## config.mk

```make
export PLATFORM = sky130hd
export DESIGN_NAME = uirq_top
export DESIGN_NICKNAME = d
export VERILOG_FILES = /design/src/hw/uirq_pkg.sv /design/src/hw/uirq_flag_if.sv /design/src/hw/uirq_top.sv /design/src/hw/uirq_flag_bank.sv
export SDC_FILE = /design/constraint.sdc
export NUM_CORES = 1
export LEC_CHECK = 0
export CAP_MARGIN = 30
export CELL_PAD_IN_SITES_DETAIL_PLACEMENT = 0
export CELL_PAD_IN_SITES_GLOBAL_PLACEMENT = 1
export CORE_MARGIN = 2
export CORE_UTILIZATION = 44
export DETAILED_ROUTE_END_ITERATION = 10
export DONT_BUFFER_PORTS = 1
export HOLD_SLACK_MARGIN = 0.06
export PLACE_DENSITY_LB_ADDON = 0.1
export SLEW_MARGIN = 25
export SYNTH_ARGS = -nofsm -noshare
export SYNTH_HDL_FRONTEND = slang
export SYNTH_SLANG_ARGS = --single-unit
```

## constraint.sdc

```tcl
create_clock -name sys_clk -period 1.77 [get_ports sys_clk]
set_input_delay 0.354 -clock sys_clk [delete_from_list [all_inputs] [get_ports sys_clk]]
set_output_delay 0.354 -clock sys_clk [all_outputs]
set_load 0.01 [all_outputs]
```

## src/hw/uirq_pkg.sv

```systemverilog
// constants of the usb interrupt enable mask block
package uirq_pkg;
	localparam int unsigned UIRQ_AW = 8;
	localparam int unsigned UIRQ_DW = 32;
	localparam int unsigned UIRQ_NSRC = 7;
	// register indexes; byte address is four times the index
	localparam logic [5:0] UIRQ_IDX_CMN_FLAG = 6'h02;
	localparam logic [5:0] UIRQ_IDX_OUT_FLAG = 6'h04;
	localparam logic [5:0] UIRQ_IDX_OUT_EN = 6'h09;
	localparam logic [5:0] UIRQ_IDX_CMN_EN = 6'h0b;
	// common enable fields
	localparam int unsigned UIRQ_SUSP_BIT = 0;
	localparam int unsigned UIRQ_RSUM_BIT = 1;
	localparam int unsigned UIRQ_BRST_BIT = 2;
	localparam int unsigned UIRQ_SOF_BIT = 3;
	localparam logic [7:0] UIRQ_CMN_MASK = 8'h0f;
	// out endpoint enable fields, bit n for endpoint n
	localparam int unsigned UIRQ_OUT1_BIT = 1;
	localparam int unsigned UIRQ_OUT3_BIT = 3;
	localparam logic [7:0] UIRQ_OUT_MASK = 8'h0e;
	// reset values
	localparam logic [7:0] UIRQ_CMN_EN_RST = 8'h06;
	localparam logic [7:0] UIRQ_OUT_EN_RST = 8'h00;
	localparam logic [31:0] UIRQ_RD_IDLE = 32'h0000_0000;
endpackage

```

## src/hw/uirq_flag_if.sv

```systemverilog
// carrier between the register front end and the sticky flag bank
`timescale 1ns/1ns
`default_nettype none
interface uirq_flag_if #(parameter int unsigned N = 7);
	logic [N-1:0] evt;
	logic [N-1:0] clr;
	logic [N-1:0] en;
	logic [N-1:0] flags;
	logic pend;
	modport ctrl (output evt, output clr, output en, input flags, input pend);
	modport bank (input evt, input clr, input en, output flags, output pend);
endinterface
`default_nettype wire

```

## src/hw/uirq_top.sv

```systemverilog
// apb register front end and interrupt request of the usb enable masks
// Contract
// - Each of out endpoints 1 to 3 has an enable bit; 0 blocks, 1 passes.
// - Upper four bits of the out enable register read 0, writes ignored.
// - Bits 7 to 4 of the common enable register read 0, writes ignored.
// - Common enable bit 3 gates the start-of-frame interrupt.
// - Common enable bit 2 gates the bus reset interrupt.
// - Common enable bit 1 gates the bus resume interrupt.
// - Common enable bit 0 gates the bus suspend interrupt.
`timescale 1ns/1ns
`default_nettype none
module uirq_top #(
	parameter logic [7:0] OUT_EN_RST = uirq_pkg::UIRQ_OUT_EN_RST
) (
	// clock and reset
	input wire logic sys_clk,
	input wire logic resetn,
	// apb slave
	input wire logic psel,
	input wire logic penable,
	input wire logic pwrite,
	input wire logic [uirq_pkg::UIRQ_AW-1:0] paddr,
	input wire logic [uirq_pkg::UIRQ_DW-1:0] pwdata,
	output logic [uirq_pkg::UIRQ_DW-1:0] prdata,
	output logic pready,
	output logic pslverr,
	// usb events, one-cycle pulses
	input wire logic evt_frame_start,
	input wire logic evt_bus_reset,
	input wire logic evt_bus_resume,
	input wire logic evt_bus_suspend,
	input wire logic [3:1] evt_out_ep,
	// processor interrupt request
	output logic irq_req
);
	import uirq_pkg::*;

	logic [3:0] common_usb_irq_enable_q;
	logic [3:1] out_endpoint_irq_enable_q;
	logic [UIRQ_DW-1:0] prdata_q;
	logic pready_q;
	logic pslverr_q;
	logic irq_q;
	logic wr_go;
	logic acc_wait;
	logic acc_done;
	logic cmn_en_wr;
	logic out_en_wr;
	logic [3:0] cmn_wr_d;
	logic [3:1] out_wr_d;
	logic [UIRQ_NSRC-1:0] evt_vec;
	logic [UIRQ_NSRC-1:0] en_vec;
	logic [UIRQ_NSRC-1:0] clr_vec;
	logic [5:0] idx;
	logic [7:0] wbyte;
	logic [UIRQ_DW-1:0] rd_d;
	logic rd_err_d;

	uirq_flag_if #(.N(UIRQ_NSRC)) fif ();

	uirq_flag_bank #(.N(UIRQ_NSRC)) u_bank (
		.sys_clk(sys_clk),
		.resetn(resetn),
		.fb(fif.bank)
	);

	// word-aligned decode; low two address bits ignored
	function automatic logic mapped(input logic [5:0] i);
		case (i)
			UIRQ_IDX_CMN_EN, UIRQ_IDX_OUT_EN,
			UIRQ_IDX_CMN_FLAG, UIRQ_IDX_OUT_FLAG: begin
				mapped = 1'b1;
			end
			default: begin
				mapped = 1'b0;
			end
		endcase
	endfunction

	// write strobe for one register index
	function automatic logic reg_hit(input logic go, input logic [5:0] i,
		input logic [5:0] r);
		reg_hit = go && (i == r);
	endfunction

	assign idx = paddr[7:2];
	assign wbyte = pwdata[7:0];
	// wait state: access seen, answer not yet given
	assign acc_wait = psel && penable && !pready_q;
	// second access cycle is the completing edge
	assign acc_done = psel && penable && pready_q;
	assign wr_go = acc_done && pwrite;
	assign cmn_en_wr = reg_hit(wr_go, idx, UIRQ_IDX_CMN_EN);
	assign out_en_wr = reg_hit(wr_go, idx, UIRQ_IDX_OUT_EN);
	// only the stored fields survive a write
	assign cmn_wr_d = wbyte[3:0] & UIRQ_CMN_MASK[3:0];
	assign out_wr_d = wbyte[3:1] & UIRQ_OUT_MASK[3:1];

	// apb handshake: one wait state, then pready for one cycle
	// fixed wait state lets read data leave a flop
	always_ff @(posedge sys_clk or negedge resetn) begin
		if (!resetn) begin
			pready_q <= 1'b0;
		end else begin
			pready_q <= acc_wait;
		end
	end

	always_comb begin
		rd_d = UIRQ_RD_IDLE;
		rd_err_d = !mapped(idx);
		case (idx)
			UIRQ_IDX_CMN_EN: begin
				rd_d[3:0] = common_usb_irq_enable_q;
			end
			UIRQ_IDX_OUT_EN: begin
				rd_d[3:1] = out_endpoint_irq_enable_q;
			end
			UIRQ_IDX_CMN_FLAG: begin
				rd_d[3:0] = fif.flags[3:0];
			end
			UIRQ_IDX_OUT_FLAG: begin
				rd_d[3:1] = fif.flags[6:4];
			end
			default: begin
				rd_d = UIRQ_RD_IDLE;
			end
		endcase
	end

	// read data captured in the wait state, zero otherwise
	always_ff @(posedge sys_clk or negedge resetn) begin
		if (!resetn) begin
			prdata_q <= UIRQ_RD_IDLE;
		end else if (acc_wait && !pwrite) begin
			prdata_q <= rd_d;
		end else begin
			prdata_q <= UIRQ_RD_IDLE;
		end
	end

	// refusal flag rides with pready for reads and writes alike
	always_ff @(posedge sys_clk or negedge resetn) begin
		if (!resetn) begin
			pslverr_q <= 1'b0;
		end else if (acc_wait) begin
			pslverr_q <= rd_err_d;
		end else begin
			pslverr_q <= 1'b0;
		end
	end

	// common enables; bits 7..4 are not stored
	always_ff @(posedge sys_clk or negedge resetn) begin
		if (!resetn) begin
			common_usb_irq_enable_q <= UIRQ_CMN_EN_RST[3:0];
		end else if (cmn_en_wr) begin
			common_usb_irq_enable_q <= cmn_wr_d;
		end
	end

	// out endpoint enables; upper nibble and bit 0 dropped
	always_ff @(posedge sys_clk or negedge resetn) begin
		if (!resetn) begin
			out_endpoint_irq_enable_q <= OUT_EN_RST[3:1];
		end else if (out_en_wr) begin
			out_endpoint_irq_enable_q <= out_wr_d;
		end
	end

	// flag bank wiring: bits 3..0 common, 6..4 out endpoints 1..3
	always_comb begin
		evt_vec = {UIRQ_NSRC{1'b0}};
		evt_vec[UIRQ_SOF_BIT] = evt_frame_start;
		evt_vec[UIRQ_BRST_BIT] = evt_bus_reset;
		evt_vec[UIRQ_RSUM_BIT] = evt_bus_resume;
		evt_vec[UIRQ_SUSP_BIT] = evt_bus_suspend;
		evt_vec[6:4] = evt_out_ep;
	end

	// enables line up with the sources, one for one
	always_comb begin
		en_vec = {UIRQ_NSRC{1'b0}};
		en_vec[UIRQ_SOF_BIT] =
			common_usb_irq_enable_q[UIRQ_SOF_BIT];
		en_vec[UIRQ_BRST_BIT] =
			common_usb_irq_enable_q[UIRQ_BRST_BIT];
		en_vec[UIRQ_RSUM_BIT] =
			common_usb_irq_enable_q[UIRQ_RSUM_BIT];
		en_vec[UIRQ_SUSP_BIT] =
			common_usb_irq_enable_q[UIRQ_SUSP_BIT];
		en_vec[6:4] = out_endpoint_irq_enable_q;
	end

	// write one to clear; a same-cycle event keeps the flag set
	always_comb begin
		clr_vec = {UIRQ_NSRC{1'b0}};
		if (reg_hit(wr_go, idx, UIRQ_IDX_CMN_FLAG)) begin
			clr_vec[3:0] = cmn_wr_d;
		end
		if (reg_hit(wr_go, idx, UIRQ_IDX_OUT_FLAG)) begin
			clr_vec[6:4] = out_wr_d;
		end
	end

	assign fif.evt = evt_vec;
	assign fif.en = en_vec;
	assign fif.clr = clr_vec;

	// registered request, one cycle behind the flags
	always_ff @(posedge sys_clk or negedge resetn) begin
		if (!resetn) begin
			irq_q <= 1'b0;
		end else begin
			irq_q <= fif.pend;
		end
	end

	assign prdata = prdata_q;
	assign pready = pready_q;
	assign pslverr = pslverr_q;
	assign irq_req = irq_q;
endmodule
`default_nettype wire

```

## src/hw/uirq_flag_bank.sv

```systemverilog
// sticky event flags with enable gating into one pending level
`timescale 1ns/1ns
`default_nettype none
module uirq_flag_bank #(
	parameter int unsigned N = 7
) (
	// clock and reset
	input wire logic sys_clk,
	input wire logic resetn,
	// flag traffic
	uirq_flag_if.bank fb
);
	logic [N-1:0] flag_q;

	genvar i;
	generate
		for (i = 0; i < N; i++) begin : g_flag
			// set beats clear; disabled sources still record
			always_ff @(posedge sys_clk or negedge resetn) begin
				if (!resetn) begin
					flag_q[i] <= 1'b0;
				end else if (fb.evt[i]) begin
					flag_q[i] <= 1'b1;
				end else if (fb.clr[i]) begin
					flag_q[i] <= 1'b0;
				end
			end
		end
	endgenerate

	assign fb.flags = flag_q;
	assign fb.pend = |(flag_q & fb.en);
endmodule
`default_nettype wire

```

==> results.yml <==
sta:
  finClkSkew_ps: 11.1
  rsz0062_at_grt: "false"
  setup_viol_count_final: 0
  hold_violations: 0
  fin_setup_tns_ps: 0
  post-route-min-period_ps: 1460
  period_share_pct: 82.4
  fmax_ghz: 0.686
  slew_viol_final: 0
yosys:
  ys.flop_type: "dfrtp_1"
  synth_area_mm2: 0.00128
  synthCells: 116
  synth.yosys.seq_area_share_pct: 41.1
  yosysWarnings: 0
  ys_async_sr_fraction_pct: 100
  yosys.area.top_type: "dfrtp_1"
  synth-edff-count: 0
  synth_area_leaders: "dfrtp_1 (37%), buf_4 (17%), mux2_2 (5.3%)"
  synth_area_per_cell_um2: 11.1
  yosysUniqueCellTypes: 30
  ys_seq_elements: 21
  yosysTopAreaCellShare_pct: 37.0
layout:
  layout_common_cells: "conb_1 (28), dfrtp_1 (19), and3b_1 (7), nand4_1 (7), a21o_1 (7)"
  fillers: 276
  antenna_cells: 0
  drive_above_1_share_pct: 20.0
  area_delta_synth_final_pct: -3.02
  fin_nets: 173
  layout_commonest_cell: "conb_1"
route:
  drc: 0
  drt_iter0_drc: 13
  via_per_inst: 5.20
  num_vias: 785
  routed_wl_mm: 2.35
  first_pass_iters: 4
  drt.antenna.violating_nets: 0
  avgRoutedWirePerCell_um: 15.6
floorplan:
  dieArea_mm2: 0.00337
  dieHeight_um: 58.0
  core-area_mm2: 0.00276
  dieWidth_um: 58.0
  ios: 87
  initial_core_util_pct: 46.6
  fp-row-count: 19
clock_network:
  clock_path_buffers: 2
  clk_pin_slew_worst_paths_ps: 120
  cts_sinks: 21
  clockRootBuffer: "clkbuf_4"
  h-tree-depth: 1
  cts_buffers: 3
  clkLatencyLatePin_ps: 300
  cts_tree: "yes"
grt:
  grt_first_pass_wirelength_mm: 3.58
  antenna_found_initial: 0
  gr-total-overflow: 0
  grt_pass1_vias: 706
  grt_usage_pct: 14.5
  grt_max_degree: 22
setup_path:
  start_kind: "flip-flop"
  worst-endpoint-required_ps: 1960
  crit_type: "reg2reg"
  critical_path.max_fanout: 4
  arrival_ps: 1650
  cp-end-kind: "flip-flop"
pwr:
  p_int_mw: 0.600
  power_frac_seq_pct: 61.3
  p_per_area_mw_per_mm2: 646
  p_comb_share_pct: 10.1
  finalPower_mw: 0.804
  p_switching_mw: 0.204
  switching_share_pct: 25.3
  clock_power_share_pct: 28.6
  power.leakage_nw: 0.548
  ir_worst_vdd_v: 0.000560
status:
  status: "complete, no violations"
placed_design:
  hpwl_mm: 1.79
  io_buffers: 0
  gp_congestion: 0.744
flow_run:
  drv_cap: 0
worst_hold_path:
  hold_path.class: "in2reg"
## final timing paths
path | depth (start not counted) | start | slack [ps] | endpoint
max | 3 | pready$_DFF_PN0_ | 310 | out_endpoint_irq_enable_q[3]$_DFFE_PN0P_
min | 1 | evt_bus_suspend | 130 | u_bank.fb.flags[0]$_DFFE_PN0P_
max reg2reg | 3 | pready$_DFF_PN0_ | 310 | out_endpoint_irq_enable_q[3]$_DFFE_PN0P_
min reg2reg | 1 | u_bank.fb.flags[0]$_DFFE_PN0P_ | 530 | u_bank.fb.flags[0]$_DFFE_PN0P_
max in group asynchronous | 2 | resetn | 900 | common_usb_irq_enable_q[1]$_DFFE_PN1P_
min in group asynchronous | 2 | resetn | 510 | pready$_DFF_PN0_
## critical path, stage by stage, from the launching register on
cell and delay [ps]:
dfrtp_1 440, and4_1 270, and4b_4 290, mux2_2 330
## metal layers
layer,routed length (um),part of all wire [%],up-vias,track usage (%)
met5,0,0,-,0
met4,0,0,0,2.99
met3,164,7.0,0,4.46
met2,1090,46,35,22.4
met1,1100,47,380,20.1
li1,-,-,370,-
## through the flow
step	setup WS, ps	cell area (um2)	hold slack [ps]	utilization (%)	cells
after floorplan	270	1390	58.4	-	143
after global placement	315	1200	58.8	43.6	145
after detailed placement	306	1200	58.8	43.6	145
after CTS	304	1240	119	45.0	150
after global routing	270	1240	111	45.1	151
final	312	1240	129	45.1	151
## flip-flops by register name (all words and copies together), names as in the netlist
signal / flops
pslverr: 1
irq_req: 1
pready: 1
out_endpoint_irq_enable_q: 3
common_usb_irq_enable_q: 4
prdata: 4
u_bank.fb.flags: 7
## synthesized netlist by cell type, types with 2 or more instances
| library cell | n |
|---|---|
| buf_2 | 2 |
| buf_4 | 29 |
| a211oi_1 | 3 |
| nand4_1 | 7 |
| mux2_2 | 6 |
| nor2_1 | 2 |
| mux2_4 | 4 |
| dfrtp_1 | 19 |
| nand3_1 | 6 |
| a22oi_1 | 3 |
| buf_6 | 2 |
| and3b_1 | 7 |
| dfstp_2 | 2 |
| a21o_1 | 7 |
| o21ai_1 | 2 |
## what timing repair did
item,CTS,global route
hold buffers,1,1
resized for setup,0,0
setup buffers,0,0
endpoints found under the hold margin,21,19
## power by group through the flow
stage          clock network (mW)  logic [mW]  registers (mW)
6_report                    0.230      0.0810           0.493
5_1_grt                     0.265      0.0910           0.494
4_1_cts                     0.241      0.0800           0.493
3_5_place_dp                    0      0.0687           0.502
3_3_place_gp                    0      0.0683           0.502
2_1_floorplan                   0       0.111           0.501
## area by class of cell
cell class	instances	area [um2]	share of cell area (%)
clock buffer	4	26.3	2.11
multi-input combinational	89	607	48.7
sequential	21	528	42.4
tap	31	38.8	3.12
timing repair buffer	6	45.0	3.62
## cell families (layout without fill, tap and decap cells)
logic type	after synthesis	in the layout	share of synthesized area, %
simple gates	32	32	18.5
other cells	1	28	0.292
compound gates	18	18	9.94
xor+xnor	1	1	0.682
buf+inv	33	10	19.5
mux	10	10	9.94
flops	21	21	41.1
Note: power is estimated with default switching activity, not from simulation.
